### src/rtl/flb_pkg.sv
// ==========================================================
// shared constants for the loop bypass and signal detect block
package flb_pkg;
    // apb register map, byte addresses of aligned words
    localparam int unsigned FLB_AW = 12;
    localparam logic [11:0] FLB_CTRL_OFS = 12'h000;
    localparam logic [11:0] FLB_STATUS_OFS = 12'h004;
    // control register fields
    localparam int unsigned FLB_CTRL_W = 4;
    localparam int unsigned FLB_CTRL_MODE_BIT = 0;
    localparam int unsigned FLB_CTRL_P1_BIT = 1;
    localparam int unsigned FLB_CTRL_P2_BIT = 2;
    localparam int unsigned FLB_CTRL_RATE_BIT = 3;
    localparam logic [3:0] FLB_CTRL_RST = 4'h8;
    // status register fields
    localparam int unsigned FLB_ST_BAD_LSB = 0;
    localparam int unsigned FLB_ST_ERR_LSB = 2;
    localparam int unsigned FLB_ST_REF_LSB = 4;
    localparam int unsigned FLB_ST_RATE_BIT = 6;
    // bit clock multiplication factors per reference rate
    localparam logic [4:0] FLB_RATIO_HIGH = 5'h0A;
    localparam logic [4:0] FLB_RATIO_LOW = 5'h14;
    // signal detect figures
    localparam logic [2:0] FLB_RUN_LIMIT = 3'h5;
    localparam logic [6:0] FLB_COMMA_POS = 7'h05;
    localparam logic [6:0] FLB_COMMA_NEG = 7'h7A;
    localparam int unsigned FLB_INTERVAL_BITS = 32768;
    localparam logic [2:0] FLB_CONSEC_N = 3'h4;
    // bit times without a transition before a retimer falls back on the reference
    localparam logic [6:0] FLB_QUIET_BITS = 7'h40;
    // failure output state
    typedef enum logic {FLB_LINK_GOOD, FLB_LINK_BAD} flb_link_state_type;
endpackage

### src/rtl/flb_bypass_stage.sv
`timescale 1ns/1ps
`default_nettype none
// ==========================================================
// one bypass stage: insert the drive or skip it, one bit per pclk
module flb_bypass_stage (
    input wire logic pclk,
    input wire logic presetn,
    input wire logic loop_in,
    input wire logic drive_serial_in,
    input wire logic drive_insert_select,
    output logic drive_serial_out,
    output logic loop_out
);
    // registered so a closed ring of stages never forms a combinational loop
    typedef struct packed {
        logic fwd;
        logic out;
    } flb_stage_type;

    flb_stage_type q, d;

    // ==========================================================
    // next state
    always_comb begin
        d = q;
        d.fwd = loop_in;
        if (drive_insert_select) begin
            d.out = drive_serial_in;
        end else begin
            d.out = loop_in;
        end
    end

    // ==========================================================
    // state register
    always_ff @(posedge pclk or negedge presetn) begin
        if (!presetn) begin
            q <= '0;
        end else begin
            q <= d;
        end
    end

    assign drive_serial_out = q.fwd;
    assign loop_out = q.out;
endmodule // flb_bypass_stage
`default_nettype wire

### src/rtl/flb_signal_detect.sv
`timescale 1ns/1ps
`default_nettype none
// ==========================================================
// signal detect unit: run length and comma checks over fixed intervals
module flb_signal_detect #(
    parameter int unsigned INTERVAL_BITS = flb_pkg::FLB_INTERVAL_BITS
) (
    input wire logic pclk,
    input wire logic presetn,
    input wire logic bit_in,
    input wire logic error_mode_pick,
    output logic link_bad_n,
    output logic interval_err
);
    import flb_pkg::*;
    localparam int unsigned CW = $clog2(INTERVAL_BITS);
    localparam logic [CW-1:0] LAST = CW'(INTERVAL_BITS - 1);

    // all state of the unit; nothing is shared with the other unit
    typedef struct packed {
        logic prev_bit;
        logic [2:0] run_cnt; // saturates, only compared with the limit
        logic [6:0] shift; // last seven bits, newest in bit 0
        logic [CW-1:0] ivl_cnt; // bit position inside the interval
        logic run_seen; // run violation seen this interval
        logic comma_seen; // comma seen this interval
        logic last_err; // result of the interval just closed
        flb_link_state_type state;
        logic [2:0] consec; // intervals in a row against the state
        logic bad_n;
    } flb_detect_type;

    flb_detect_type q, d;
    logic same, run_err, comma_hit, err;

    // ==========================================================
    // next state, one serial bit per pclk
    always_comb begin
        d = q;
        same = (bit_in == q.prev_bit);
        run_err = same && (q.run_cnt >= FLB_RUN_LIMIT);
        d.prev_bit = bit_in;
        if (!same) begin
            d.run_cnt = 3'h1;
        end else if (q.run_cnt != 3'h7) begin
            d.run_cnt = q.run_cnt + 3'h1;
        end
        // window slides one bit each cycle, so any alignment is caught
        d.shift = {q.shift[5:0], bit_in};
        comma_hit = (d.shift == FLB_COMMA_POS) || (d.shift == FLB_COMMA_NEG);
        d.run_seen = q.run_seen | run_err;
        d.comma_seen = q.comma_seen | comma_hit;
        err = d.run_seen | ~d.comma_seen;
        if (q.ivl_cnt == LAST) begin
            // interval boundary: latch and restart the accumulators
            d.ivl_cnt = '0;
            d.last_err = err;
            d.run_seen = 1'b0;
            d.comma_seen = 1'b0;
            if (!error_mode_pick) begin
                // single interval mode follows each result directly
                d.state = err ? FLB_LINK_BAD : FLB_LINK_GOOD;
                d.consec = 3'h0;
            end else if ((q.state == FLB_LINK_BAD) != err) begin
                // multiple interval mode needs a run against the state
                d.consec = q.consec + 3'h1;
                if (d.consec == FLB_CONSEC_N) begin
                    d.state = err ? FLB_LINK_BAD : FLB_LINK_GOOD;
                    d.consec = 3'h0;
                end
            end else begin
                d.consec = 3'h0;
            end
        end else begin
            d.ivl_cnt = q.ivl_cnt + CW'(1);
        end
        d.bad_n = (d.state != FLB_LINK_BAD);
    end

    // ==========================================================
    // state register
    always_ff @(posedge pclk or negedge presetn) begin
        if (!presetn) begin
            q <= '{prev_bit: 1'b0, run_cnt: 3'h0, shift: 7'h00, ivl_cnt: '0,
                   run_seen: 1'b0, comma_seen: 1'b0, last_err: 1'b0,
                   state: FLB_LINK_GOOD, consec: 3'h0, bad_n: 1'b1};
        end else begin
            q <= d;
        end
    end

    assign link_bad_n = q.bad_n;
    assign interval_err = q.last_err;
endmodule // flb_signal_detect
`default_nettype wire

### src/rtl/flb_loop_top.sv
// Behaviour
// - stage always forwards loop input to drive
// - insert select high: drive input enters loop
// - insert select low: previous stage passes through
// - second steer: stage six or repeater two
// - first steer: repeater one or second steer
// - rate select high: reference times ten
// - rate select low: reference times twenty
// - repeaters retime on recovered clock
// - no incoming data: repeater locks to reference
// - more than five identical bits is error
// - missing comma in interval is error
// - intervals are 2^15 bit times back to back
// - errors latched at each interval boundary
// - one mode pick sets both detect units
// - single mode: fail right after errored interval
// - single mode: release after clean interval
// - multiple mode: four intervals to change state
`timescale 1ns/1ps
`default_nettype none
// ==========================================================
// loop routing, repeaters and link quality, apb control
module flb_loop_top #(
    parameter int unsigned INTERVAL_BITS = flb_pkg::FLB_INTERVAL_BITS,
    parameter int unsigned NUM_STAGES = 6
) (
    input wire logic pclk,
    input wire logic presetn,
    input wire logic psel,
    input wire logic penable,
    input wire logic pwrite,
    input wire logic [flb_pkg::FLB_AW-1:0] paddr,
    input wire logic [31:0] pwdata,
    output logic [31:0] prdata,
    output logic pready,
    output logic pslverr,
    input wire logic reference_clock_in,
    input wire logic first_port_serial_rx,
    input wire logic second_port_serial_rx,
    output logic first_port_serial_tx,
    output logic second_port_serial_tx,
    input wire logic [NUM_STAGES-1:0] drive_serial_in,
    input wire logic [NUM_STAGES-1:0] drive_insert_select,
    output logic [NUM_STAGES-1:0] drive_serial_out,
    output logic [1:0] link_bad_n
);
    import flb_pkg::*;

    // ==========================================================
    // state
    typedef struct packed {
        logic [FLB_CTRL_W-1:0] ctrl; // mode, steering and rate controls
        logic [1:0] retimed; // repeater outputs, index 0 is the first port
        logic [1:0][6:0] quiet_cnt; // bit times since the last transition
        logic [1:0] on_ref; // repeater running from the reference
        logic second_steer; // second port steering result
        logic ref_prev; // reference level one cycle ago
        logic [4:0] ref_cnt; // bit times since the last rising reference edge
        logic ref_ok; // last reference period matched the ratio
        logic [31:0] rdata;
        logic ready;
        logic slverr;
    } flb_top_type;

    flb_top_type q, d;

    // ==========================================================
    // wiring between stages and detect units
    logic [NUM_STAGES:0] chain; // loop path through the stages
    logic [1:0] bad_n; // detect unit failure outputs
    logic [1:0] ivl_err; // detect unit interval results
    logic [1:0] rx; // both incoming serial streams
    logic [4:0] ratio; // expected bit times per reference period
    logic ref_rise;
    logic mode_pick, first_ctl, second_ctl, rate_sel;
    logic setup, access, hit_ctrl, hit_status;
    logic [31:0] status_word;

    assign rx = {second_port_serial_rx, first_port_serial_rx};
    assign mode_pick = q.ctrl[FLB_CTRL_MODE_BIT];
    assign first_ctl = q.ctrl[FLB_CTRL_P1_BIT];
    assign second_ctl = q.ctrl[FLB_CTRL_P2_BIT];
    assign rate_sel = q.ctrl[FLB_CTRL_RATE_BIT];

    // first steering mux feeds stage one straight from flops
    assign chain[0] = first_ctl ? q.retimed[0] : q.second_steer;

    // ==========================================================
    // bypass stages, one per attached drive
    genvar gi;
    generate
        for (gi = 0; gi < NUM_STAGES; gi = gi + 1) begin : g_stage
            flb_bypass_stage u_stage (
                .pclk(pclk),
                .presetn(presetn),
                .loop_in(chain[gi]),
                .drive_serial_in(drive_serial_in[gi]),
                .drive_insert_select(drive_insert_select[gi]),
                .drive_serial_out(drive_serial_out[gi]),
                .loop_out(chain[gi+1])
            );
        end
    endgenerate

    // ==========================================================
    // signal detect units, each watching only its own repeater
    generate
        for (gi = 0; gi < 2; gi = gi + 1) begin : g_detect
            flb_signal_detect #(
                .INTERVAL_BITS(INTERVAL_BITS)
            ) u_detect (
                .pclk(pclk),
                .presetn(presetn),
                .bit_in(q.retimed[gi]),
                .error_mode_pick(mode_pick),
                .link_bad_n(bad_n[gi]),
                .interval_err(ivl_err[gi])
            );
        end
    endgenerate

    // ==========================================================
    // status word seen by software
    always_comb begin
        status_word = '0;
        status_word[FLB_ST_BAD_LSB +: 2] = bad_n;
        status_word[FLB_ST_ERR_LSB +: 2] = ivl_err;
        status_word[FLB_ST_REF_LSB +: 2] = q.on_ref;
        status_word[FLB_ST_RATE_BIT] = q.ref_ok;
    end

    // apb phase and address decode
    assign setup = psel && !penable;
    assign access = psel && penable && q.ready;
    assign hit_ctrl = (paddr == FLB_CTRL_OFS);
    assign hit_status = (paddr == FLB_STATUS_OFS);

    // reference edge detect; the input is taken as synchronous
    assign ref_rise = reference_clock_in && !q.ref_prev;
    assign ratio = rate_sel ? FLB_RATIO_HIGH : FLB_RATIO_LOW;

    // ==========================================================
    // next state
    always_comb begin
        d = q;

        // repeaters: one bit per pclk stands in for the recovered bit clock,
        // so the data is retimed on the stream, never on the reference
        for (int k = 0; k < 2; k++) begin
            d.retimed[k] = rx[k];
            if (rx[k] != q.retimed[k]) begin
                // a transition means data is present again
                d.quiet_cnt[k] = 7'h00;
                d.on_ref[k] = 1'b0;
            end else if (q.quiet_cnt[k] == FLB_QUIET_BITS) begin
                // silent line: fall back on the reference with no outside help
                d.on_ref[k] = 1'b1;
            end else begin
                d.quiet_cnt[k] = q.quiet_cnt[k] + 7'h01;
            end
        end

        // second steering mux: low passes stage six, high repeater two
        d.second_steer = second_ctl ? q.retimed[1] : chain[NUM_STAGES];

        // bit clock multiplier check: count bit times per reference period;
        // a wrong rate select shows here, it cannot be corrected by the block
        d.ref_prev = reference_clock_in;
        if (ref_rise) begin
            d.ref_ok = (q.ref_cnt + 5'h01 == ratio);
            d.ref_cnt = 5'h00;
        end else if (q.ref_cnt != 5'h1F) begin
            d.ref_cnt = q.ref_cnt + 5'h01;
        end

        // apb: ready is raised for exactly the access phase after setup,
        // giving every transfer one wait-free access cycle
        d.ready = setup;
        if (setup) begin
            d.slverr = !(hit_ctrl || hit_status);
            if (hit_ctrl) begin
                d.rdata = {{(32 - FLB_CTRL_W){1'b0}}, q.ctrl};
            end else if (hit_status) begin
                d.rdata = status_word;
            end else begin
                // unmapped address reads zero and reports an error
                d.rdata = 32'h0000_0000;
            end
        end else if (access) begin
            // answer ends with the access phase
            d.slverr = 1'b0;
            if (pwrite && hit_ctrl) begin
                d.ctrl = pwdata[FLB_CTRL_W-1:0];
            end
        end
    end

    // ==========================================================
    // state register
    always_ff @(posedge pclk or negedge presetn) begin
        if (!presetn) begin
            q <= '{ctrl: FLB_CTRL_RST, retimed: 2'h0, quiet_cnt: '0,
                   on_ref: 2'h3, second_steer: 1'b0, ref_prev: 1'b0,
                   ref_cnt: 5'h00, ref_ok: 1'b0, rdata: 32'h0000_0000,
                   ready: 1'b0, slverr: 1'b0};
        end else begin
            q <= d;
        end
    end

    // ==========================================================
    // outputs, all from flops
    assign first_port_serial_tx = q.second_steer;
    assign second_port_serial_tx = chain[NUM_STAGES];
    assign link_bad_n = bad_n;
    assign prdata = q.rdata;
    assign pready = q.ready;
    assign pslverr = q.slverr;
endmodule // flb_loop_top
`default_nettype wire

### config.mk
export PLATFORM = sky130hd
export DESIGN_NAME = flb_loop_top
export DESIGN_NICKNAME = d
export VERILOG_FILES = /design/src/rtl/flb_pkg.sv /design/src/rtl/flb_bypass_stage.sv /design/src/rtl/flb_signal_detect.sv /design/src/rtl/flb_loop_top.sv
export SDC_FILE = /design/constraint.sdc
export NUM_CORES = 1
export LEC_CHECK = 0
export BUFFER_PORTS_ARGS = -buffer_cell sky130_fd_sc_hd__buf_2
export CORE_MARGIN = 10
export CORE_UTILIZATION = 55
export CTS_CLUSTER_SIZE = 14
export DETAILED_ROUTE_END_ITERATION = 10
export PLACE_DENSITY = 0.8
export SETUP_SLACK_MARGIN = 0.5
export SYNTH_ARGS = -nofsm -noshare
export SYNTH_HDL_FRONTEND = slang
export SYNTH_SLANG_ARGS = --single-unit
### constraint.sdc
create_clock -name pclk -period 4.05 [get_ports pclk]
set_input_delay 0.405 -clock pclk [delete_from_list [all_inputs] [get_ports pclk]]
set_output_delay 0.405 -clock pclk [all_outputs]
set_load 0.1 [all_outputs]
**Yosys cells after proc, flatten, opt, wreduce, memory -nomap -nowiden**

Cells that the tools add are included.

- Flip-flop bits (word level): 142
- Input bits: 64
- Output and inout port bits: 44
- Word-level logic and storage cells: 152

- $add $sub $neg: 9
- Order comparisons: 2
- Eq/ne operators: 25
- Mux-type cells: 41
- Bitwise gates (word level): 11
- Reduce and logical (&&, ||, !) cells: 19

Operators with widths:

| kind | count |
|---|---|
| $mux 7 | 8 |
| $add 15x1->15 const B | 2 |
| $eq 15x15->1 const B | 2 |
| $mux 15 | 2 |
| $eq 7x7->1 const B | 4 |
| $mux 1 | 18 |
| $mux 3 | 6 |
| $mux 4 | 4 |
| $mux 5 | 3 |
| $add 7x1->7 const B | 2 |
| $eq 7x3->1 const B | 2 |
| $add 3x1->3 const B | 4 |
| $eq 12x3->1 const B | 1 |
| $logic_not 12->1 | 1 |
| $ne 2x2->1 const B | 4 |
| $reduce_bool 2->1 | 4 |
| $logic_and 1x1->1 | 7 |
| $eq 3x3->1 const B | 2 |
| $ge 3x3->1 const B | 2 |
| $ne 3x3->1 const B | 2 |
| $or 1x1->1 | 6 |
| $add 5x1->5 const B | 1 |
| $eq 5x5->1 | 1 |
| $ne 5x5->1 const B | 1 |
| 6 further kinds | 18 |

**Depth between registers and ports, before layout**

Gate-level depths: netlist of the first run.

- Depth after elaboration: 11
- Mapped depth: 7
- Depth with buffers taken out: 7

**By module**

From an unflattened synthesis of the first run, not the netlist that was laid out.

- Cells, all modules: 464
- Area total of the unflattened synthesis: 5,396.4 µm²

Modules (own cells, without submodules):

| module | times used | cells each | area each (µm²) | seq. area each (µm²) |
|---|---|---|---|---|
| flb_signal_detect | 2 | 125 | 1,450.1 | 802.0 |
| flb_loop_top | 1 | 196 | 2,105.8 | 979.7 |
| flb_bypass_stage | 6 | 3 | 65.1 | 50.0 |

**Least setup slack after synthesis of the first run**

OpenSTA, ideal clock, no wires.

- Path kind: register to register
- From: register q, in the netlist pready
- To: register q, in the netlist first_ctl
- Setup time: 0.125 ns
- Arrival time: 1.751 ns
- Data required time: 3.925 ns
- Path slack: 2.175 ns
- Stages on the path, launching flop included: 4
- Buffers on the path: 0
- Clock period less this slack: 1.875 ns
- Cell sequence: dfrtp_1 > nand4_1 > nor3_4 > mux2_2

- Cells in the longest elaborated chain, start to end: 2

RTL lines:

| item | line | source |
|---|---|---|
| start, declared | flb_loop_top.sv:65 | `flb_top_type q, d;` |
| start signal, assigned | flb_loop_top.sv:202 | `q <= '{ctrl: FLB_CTRL_RST, retimed: 2'h0, quiet_cnt: '0,` |
| $logic_and 1x1->1 | flb_loop_top.sv:134 | `assign access = psel && penable && q.ready;` |
| $reduce_and 3->1 (no line) | n/a |  |

Every way passes these cells.
A chain may end at the register's enable or synchronous reset.

**Worst setup path after layout of the first run**

- From: register q[35] (netlist bit)
- To: register q[34] (netlist bit)

- Cells in the longest elaborated chain, start to end: 2

RTL lines:

| item | line | source |
|---|---|---|
| $add 5x1->5 | flb_loop_top.sv:170 | `d.ref_ok = (q.ref_cnt + 5'h01 == ratio);` |
| $eq 5x5->1 | flb_loop_top.sv:170 |  |

Every way passes these cells.

==> metrics.cfg, run 1 <==
[cts]
cts_tree = done
post_cts_resized = 0
cts_sinks = 115
clkTransAtPathRegs_ps = 60
cts_setup_buffers = 0
clock_latency_ps = 510
cts_root_buf = clkbuf_8
clock_path_buffers = 2
holdBufCountCts = 0
htree_num_levels = 4
cts_inserted_buffers = 17

[floorplan]
die_h_um = 119
num_io_pins = 108
fp.dieW_um = 119
start_util_pct = 57.2
core_area_um2 = 9370
die_area_um2 = 14100
fp-row-count = 35

[routing]
detail_route.iter0.violations = 137
drc = 0
detail-route-antenna-nets = 0
wl_per_cell_um = 16.0
viasPerCell = 5.17
totalWireLength_um = 10700
routed-via-count = 3450
drt-pass1-iter-count = 4

[worst_setup_path]
cp.required_ps = 4460
rr_worst_depth = 7
crit_fanout = 4
reg2reg_slack_ps = 1990
reg2reg_from = q[35]
crit_type = reg2reg
cp-end-kind = flop
cp.arrival_ps = 2470
critPathLaunchType = flop
r2r_end = q[34]

[power]
power_frac_clock_pct = 44.1
switching_power_mw = 0.952
ir_drop_uv = 311
swShare_pct = 30.0
seqPwrFrac_pct = 41.1
powerDensity_nw_per_um2 = 518
total_power_mw = 3.18
leakagePower_nw = 2.95
intPower_mw = 2.23
p_comb_share_pct = 14.8

[sta]
slew_headroom_pct = 39.2
tightest_slew_ps = 912
slew_violations = 0
finalSetupTns_ps = 0
fmax_ghz = 0.485
hold_viol = 0
min_period_over_period_pct = 50.9
timing.hold.ws_ps = 24.3
finalSetupViolCount = 0
period_minus_slack_ps = 2060
fin_skew_ps = 12.8
rsz0062_at_grt = false

[yosys]
synthesis.area_um2 = 5360
synth_edf_count = 0
ys_seq_area_share_pct = 53.8
ys_seq_elements = 115
syn_area_per_cell_um2 = 11.4
postSynth.asyncResetShare_pct = 100
synth.distinct_cells = 43
ys.flop_type = dfrtp_1
syn_inst = 472
yosys_warnings = 0

[place]
port_buffers = 54
gp_congestion = 0.837
hpwl_um = 7490
postPlaceCellArea_um2 = 5570

[global_routing]
grt_overflow = 0
grt_pass1_vias = 3910
grt_max_degree = 74
antenna_found_initial = 0
track_usage_pct = 16.0
grt_pass1_wl_um = 18600

[finish]
stdcell_area_um2 = 6140
multi_input_area_um2 = 2150
nets = 613
seq_area_um2 = 2880
drive_gt1_share_pct = 21.7
area_delta_synth_final_pct = 14.5
fill_cells = 713
n_antenna_cell = 0

[min_path]
hp-start = reference_clock_in
whs_endpoint = q[40]
hold_path.class = in2reg
whs_path_depth = 1

[outcome]
outcome = finished clean

[flow_run]
cap_violations = 0

[layout make-up]
class                      instances  area share (%)
tap                              129            2.63
clock inverter                    12            2.00
inverter                          20            1.22
sequential                       115            47.0
timing repair buffer              57            4.81
multi-input combinational        314            35.1
clock buffer                      20            7.26
[per-layer routing]
metal	track usage (%)	share of wire, %	vias up
li1	-	-	1645
met1	17.8	41	1700
met2	26.8	50	91
met3	6.38	7.3	14
met4	6.49	1.5	0
met5	0	0	-
[cells in the mapped netlist (12+ instances only)]
library cell / count / area, um2
xor2_1: 26 / 228
buf_4: 40 / 300
xnor2_1: 20 / 175
mux2_2: 14 / 158
nand3_1: 23 / 115
o21ai_0: 14 / 70.1
inv_1: 20 / 75.1
nand2_1: 31 / 116
dfrtp_1: 110 / 2750
mux2i_1: 12 / 120
ha_1: 24 / 300
nor2_1: 42 / 158
[flip-flops by register name (all words and copies together) (netlist names), named ones only]
name and count:
first_ctl 1, g_detect.u_detect.link_bad_n 2, g_detect.u_detect.interval_err 2, g_detect.u_detect.q 46, pready 1, first_port_serial_tx 1
g_stage.u_stage.drive_serial_out 6, pslverr 1, mode_pick 1, prdata 7, q 27, g_stage.u_stage.loop_out 6
g_detect.u_detect.d 12
[kinds of logic after synthesis]
logic type	share of synthesized area (%)
adders and majority gates	5.60
buffers and inverters	7.66
other	0.0700
xor gates and xnor gates	7.52
AOI/OAI and AO/OA	3.60
and+or+nand+nor	16.6
muxes	5.18
DFF	53.8
[critical path: stages (launching register included)]
cell     delay [ps]
dfrtp_1         420
ha_1            250
and3_1          190
ha_1            300
or4b_1          450
mux2i_1         150
nand3_1          90
o21ai_0         110
[worst max-delay path by stage]
| stage | slack (ps) | depth (start not counted) | start | end |
|---|---|---|---|---|
| after global routing | 1890 | 7 | g_detect[1].u_detect.q[31] | g_detect[1].u_detect.q[3] |
| after CTS | 2020 | 7 | q[35] | q[34] |
| after floorplan | 2170 | 3 | pready | first_ctl |
| after detailed placement | 1810 | 5 | paddr[1] | first_ctl |
| final | 1990 | 7 | q[35] | q[34] |
| after global placement | 1900 | 5 | paddr[5] | q[62] |
[placed cells by master (no fill, tap or decap), drive strengths merged, types with 2 or more instances in the layout]
cell      Yosys  routed
nand2b        4       4
o31ai         8       8
xnor2        20      20
and3         10      10
buf          42      57
o21ai        15      15
nor4          5       5
mux2         14      14
clkbuf        5      20
nand3        24      24
a22o          3       3
and2          4       4
inv          20      25
and4          2       2
nand4b        2       2
nand3b        2       2
nand4bb       2       2
a21oi         2       2
nor2         42      42
nand4         8       8
nor2b         7       7
a31oi         2       2
clkinv        0       3
nor3         13      13
dfstp         5       5
or3           3       3
ha           24      24
xor2         26      26
conb          1      25
clkinvlp      0       3
dfrtp       110     110
mux2i        12      12
nand2        31      31
[stage by stage]
stage / setup slack [ps] / util, % / cells
2_1_floorplan: 2170 / - / 496
3_3_place_gp: 1900 / 59.4 / 635
3_5_place_dp: 1810 / 59.4 / 635
4_1_cts: 2020 / 65.5 / 667
5_1_grt: 1890 / 65.5 / 667
6_report: 1990 / 65.5 / 667
[power by group through the flow]
stage	Combinational [mW]	Sequential [mW]	Clock [mW]
final	0.471	1.30	1.40
after global routing	0.512	1.32	1.48
after CTS	0.475	1.30	1.43
after detailed placement	0.465	1.32	0
after global placement	0.437	1.31	0
after floorplan	0.359	1.33	0
Note: power is estimated with default switching activity, not from simulation.
==> run 2: changes to the inputs <==
- clock period: 4.05 -> 1.9 ns (I/O delays scaled with it)
==> metrics.cfg, run 2 (synthesis results as in run 1) <==
[outcome]
outcome = finished with violations  ; was finished clean
violations = setup timing

[cts]
clock_path_buffers = 2  ; unchanged
cts_tree = done  ; unchanged
cts_root_buf = clkbuf_8  ; unchanged
clkTransAtPathRegs_ps = 60  ; about the same
cts_inserted_buffers = 17  ; unchanged
htree_num_levels = 4  ; unchanged
clock_latency_ps = 530  ; was 510 ps
cts_sinks = 115  ; unchanged

[floorplan]
core_area_um2 = 9370  ; unchanged
fp-row-count = 35  ; unchanged
start_util_pct = 57.2  ; unchanged
die_h_um = 119  ; unchanged
die_area_um2 = 14100  ; unchanged
num_io_pins = 108  ; unchanged
fp.dieW_um = 119  ; unchanged

[global_routing]
grt_pass1_wl_um = 22400  ; was 18,600 um
grt_pass1_vias = 4323  ; was 3,910
antenna_found_initial = 0  ; unchanged
grt_max_degree = 50  ; was 74
track_usage_pct = 19.6  ; was 16.0%
grt_overflow = 0  ; unchanged

[sta]
fmax_ghz = 0.515  ; was 0.485 GHz
tightest_slew_ps = 541  ; was 912 ps
finalSetupViolCount = 2  ; was 0
slew_headroom_pct = 64.0  ; was 39.2%
period_minus_slack_ps = 1940  ; was 2060 ps
hold_viol = 0  ; unchanged
rsz0062_at_grt = true  ; was false
slew_violations = 0  ; unchanged
min_period_over_period_pct = 102  ; was 50.9%
final.setup.worst_slack_ps = -40.7  ; was 1990 ps
fin_skew_ps = 10.8  ; was 12.8 ps

[routing]
totalWireLength_um = 16500  ; was 10,700 um
viasPerCell = 5.56  ; was 5.17
detail_route.iter0.violations = 311  ; was 137
detail-route-antenna-nets = 0  ; unchanged
drc = 0  ; unchanged
wl_per_cell_um = 21.8  ; was 16.0 um
routed-via-count = 4205  ; was 3,450
drt-pass1-iter-count = 5  ; was 4

[worst_setup_path]
critPathLaunchType = flop  ; unchanged
crit_fanout = 4  ; unchanged
cp-end-kind = flop  ; unchanged
cp.arrival_ps = 2350  ; was 2470 ps
cp_cell_sequence = inv_1 > ha_2 > or3_4 > a31oi_4 > o31ai_4 > xnor2_2 > o31ai_1  ; was ha_1 > and3_1 > ha_1 > or4b_1 > mux2i_1 > nand3_1 > o21ai_0
crit_start = g_detect[1].u_detect.q[31]  ; was q[35]
crit_type = reg2reg  ; unchanged
reg2reg_slack_ps = -40  ; was 1990 ps
critPathTopFamily = compound AO/OA/AOI/OAI gates  ; was simple AND/OR/NAND/NOR gates
cp.required_ps = 2310  ; was 4460 ps
path_buf_inv = 1  ; was 0
rr_worst_depth = 7  ; unchanged
cp_slowest_cell = or3_4  ; was or4b_1
crit_cells = 7  ; unchanged
r2r_end = g_detect[1].u_detect.q[3]  ; was q[34]
reg2reg_from = g_detect[1].u_detect.q[31]  ; was q[35]
cp-endpoint = g_detect[1].u_detect.q[3]  ; was q[34]
critical_path.max_stage_delay_ps = 370  ; was 450 ps

[finish]
final_cell_mix = dfrtp_1 (102), buf_4 (61), buf_2 (34)  ; was dfrtp_1 (110), buf_2 (53), nor2_1 (42)
largest_reg_flops = 46  ; unchanged
stdcell_area_um2 = 7700  ; was 6140 um2
layout_commonest_cell = dfrtp_1  ; unchanged
area_delta_synth_final_pct = 43.7  ; was 14.5%
fin_cells = 756  ; was 667
regMostFlops = g_detect.u_detect.q  ; unchanged
n_antenna_cell = 0  ; unchanged
drive_gt1_share_pct = 42.9  ; was 21.7%
nets = 702  ; was 613

[min_path]
hold_path.class = in2reg  ; unchanged

[place]
dp.cells = 642  ; was 635
gp_congestion = 0.798  ; was 0.837
postPlaceCellArea_um2 = 5720  ; was 5570 um2
hpwl_um = 7410  ; was 7490 um
port_buffers = 54  ; unchanged

[power]
powerDensity_nw_per_um2 = 975  ; was 518 nW/um2
leakagePower_nw = 3.60  ; was 2.95 nW
total_power_mw = 7.51  ; was 3.18 mW
ir_drop_uv = 692  ; was 311 uV

[flow_run]
cap_violations = 0  ; unchanged

-- run 2: where the power goes --
group	switching [mW]	leakage [nW]	internal (mW)
Sequential	0.177	1.44	2.63
Combinational	0.856	1.87	0.528
Clock	1.15	0.289	2.16
Total	2.19	3.60	5.32
-- run 2: worst min-delay path by stage --
stage                        from                    endpoint  cells past startpoint
2_1_floorplan             presetn  asynchronous set/reset pin                      0
3_3_place_gp              presetn                       q[38]                      1
3_5_place_dp              presetn                       q[37]                      1
4_1_cts        reference_clock_in                       q[40]                      1
5_1_grt                      psel                     pslverr                      3
6_report                     psel                     pslverr                      3
-- run 2: cell type report --
cell class	instances	area, um2
Clock inverter	10	159
Inverter	20	75.1
Tap cell	129	161
Fill cell	419	1670
Sequential cell	115	2900
Multi-Input combinational cell	314	2720
Timing Repair Buffer	146	1240
Clock buffer	22	443
-- run 2: layer usage --
metal	vias up	wire, um	global-route usage [%]
met1	2099	6120	21.3
met3	63	1110	4.57
li1	1827	-	-
met2	216	8640	35.4
met5	-	0	0
met4	0	635	8.70
-- run 2: through the flow --
stage / worst slack, ps / setup TNS [ps] / util [%] / hold slack, ps
after floorplan: 131 / 0 / - / -106
after global placement: 59.1 / 0 / 61.1 / 174
after detailed placement: 24.1 / 0 / 61.1 / 181
after CTS: 32.4 / 0 / 75.7 / -225
after global routing: -119 / -267 / 82.2 / 66.2
final: -40.7 / -72.2 / 82.2 / 58.4
-- run 2: tightest hold or removal path: cells and delay by family --
kind	cells	cell delay, ps
buffers and inverters	1	110
AOI/OAI and AO/OA	2	240
-- run 2: timing repair --
item,in CTS,in global routing
pin swaps,19,41
hold endpoints to repair,46,1
gates cloned,0,1
hold buffers,19,1
gates resized for setup,74,96
setup buffers,41,20
endpoints found under the setup margin,50,58
==> run 3: changes to the inputs <==
- PLACE_DENSITY: 0.8 -> 0.82
==> metrics.cfg, run 3 (synthesis results as in run 1) <==
[worst_setup_path]
cp.arrival_ps = 2430  ; was 2350 ps
crit_type = reg2reg  ; unchanged
critPathLaunchType = flop  ; unchanged
cp-end-kind = flop  ; unchanged
cp.required_ps = 2350  ; was 2310 ps
crit_fanout = 3  ; was 4

[global_routing]
grt_max_degree = 42  ; was 50
grt_overflow = 0  ; unchanged
antenna_found_initial = 1  ; was 0
grt_pass1_wl_um = 24300  ; was 22,400 um
track_usage_pct = 21.5  ; was 19.6%
grt_pass1_vias = 4587  ; was 4,323

[floorplan]
core_area_um2 = 9370  ; unchanged
fp-row-count = 35  ; unchanged
start_util_pct = 57.2  ; unchanged
fp.dieW_um = 119  ; unchanged
die_h_um = 119  ; unchanged
num_io_pins = 108  ; unchanged
die_area_um2 = 14100  ; unchanged

[routing]
detail-route-antenna-nets = 0  ; unchanged
drc = 0  ; unchanged
totalWireLength_um = 19500  ; was 16,500 um
wl_per_cell_um = 25.4  ; was 21.8 um
routed-via-count = 4578  ; was 4,205
detail_route.iter0.violations = 434  ; was 311
drt-pass1-iter-count = 5  ; unchanged
viasPerCell = 5.96  ; was 5.56

[place]
gp_congestion = 0.815  ; was 0.798
dp.cells = 641  ; was 642
hpwl_um = 7860  ; was 7410 um
port_buffers = 54  ; unchanged

[finish]
largest_reg_flops = 46  ; unchanged
nets = 713  ; was 702
fill_cells = 404  ; was 419
regMostFlops = g_detect.u_detect.q  ; unchanged
final_cell_mix = dfrtp_1 (100), buf_4 (56), buf_6 (38)  ; was dfrtp_1 (102), buf_4 (61), buf_2 (34)
area_delta_synth_final_pct = 47.2  ; was 43.7%
fin_cells = 768  ; was 756
layout_commonest_cell = dfrtp_1  ; unchanged
drive_gt1_share_pct = 45.1  ; was 42.9%

[cts]
clkTransAtPathRegs_ps = 60  ; about the same
cts_root_buf = clkbuf_8  ; unchanged
cts_tree = done  ; unchanged
clock_path_buffers = 2  ; unchanged
htree_num_levels = 4  ; unchanged
cts_sinks = 115  ; unchanged
cts_inserted_buffers = 17  ; unchanged
clock_latency_ps = 540  ; was 530 ps

[power]
ir_drop_uv = 775  ; was 692 uV
leakagePower_nw = 3.65  ; was 3.60 nW
powerDensity_nw_per_um2 = 953  ; was 975 nW/um2

[sta]
hold_viol = 0  ; unchanged
final.setup.worst_slack_ps = -77.3  ; was -40.7 ps
slew_violations = 0  ; unchanged
period_minus_slack_ps = 1980  ; was 1940 ps
rsz0062_at_grt = true  ; unchanged
finalSetupViolCount = 4  ; was 2
slew_headroom_pct = 50.0  ; was 64.0%
timing.hold.ws_ps = 82.8  ; was 58.4 ps
tightest_slew_ps = 748  ; was 541 ps
fin_skew_ps = 14.7  ; was 10.8 ps
min_period_over_period_pct = 104  ; was 102%
fmax_ghz = 0.506  ; was 0.515 GHz

[outcome]
outcome = finished with violations  ; unchanged
violations = setup timing  ; unchanged

[flow_run]
cap_violations = 0  ; unchanged

[min_path]
hold_path.class = in2reg  ; unchanged

## run 3: report_power, final
part	internal [mW]	switching (mW)	leakage, nW
combinational	0.530	0.907	1.93
clock	1.92	1.34	0.279
sequential	2.63	0.195	1.44
## run 3: layout make-up
| class | count | area, um2 | area share (%) |
|---|---|---|---|
| Antenna cell | 1 | 2.50 | 0.0317 |
| Clock buffer | 18 | 428 | 5.43 |
| Clock inverter | 14 | 154 | 1.95 |
| Inverter | 20 | 77.6 | 0.984 |
| Multi-Input combinational cell | 314 | 2770 | 35.1 |
| Sequential cell | 115 | 2900 | 36.8 |
| Tap cell | 129 | 161 | 2.05 |
| Timing Repair Buffer | 157 | 1400 | 17.7 |
## run 3: worst paths after layout
kind,start,end,slack (ps),depth (start not counted)
worst max-delay path,q[35],q[34],-80,7
max in group asynchronous,presetn,g_detect[1].u_detect.link_bad_n,1010,3
min in group asynchronous,presetn,q[46],160,2
worst min register to register,g_stage[2].u_stage.loop_out,g_stage[3].u_stage.drive_serial_out,370,0
worst min-delay path,psel,pslverr,80,3
worst max register to register,q[35],q[34],-80,7
## run 3: repair_timing
action,in CTS,in global routing
setup endpoints to repair,53,62
hold endpoints to repair,46,0
hold buffers,20,0
pin swaps,18,44
resized for setup,75,122
setup buffers,46,28
## run 3: critical path: stages, from the launching register on
cell and delay, ps:
dfrtp_1 410, ha_2 230, and3_4 190, ha_4 260
or4b_1 430, mux2i_1 160, nand3_1 110, o21ai_1 120
## run 3: through the flow
stage	setup TNS (ps)	area (um2)	total power, mW	utilization [%]	worst slack [ps]
after floorplan	0	5540	3.63	-	131
after global placement	0	5700	3.77	60.8	83.7
after detailed placement	-0.345	5700	3.83	60.8	-0.345
after CTS	0	7130	7.17	76.1	44.8
after global routing	-424	7890	7.72	84.2	-163
final	-174	7890	7.52	84.2	-77.3
## run 3: per-layer routing
metal	GRT usage, %	share of wire [%]	vias up
li1	-	-	1847
met1	23.0	37	2329
met2	36.7	50	306
met3	5.95	7.1	96
met4	13.6	5.9	0
met5	0	0	-
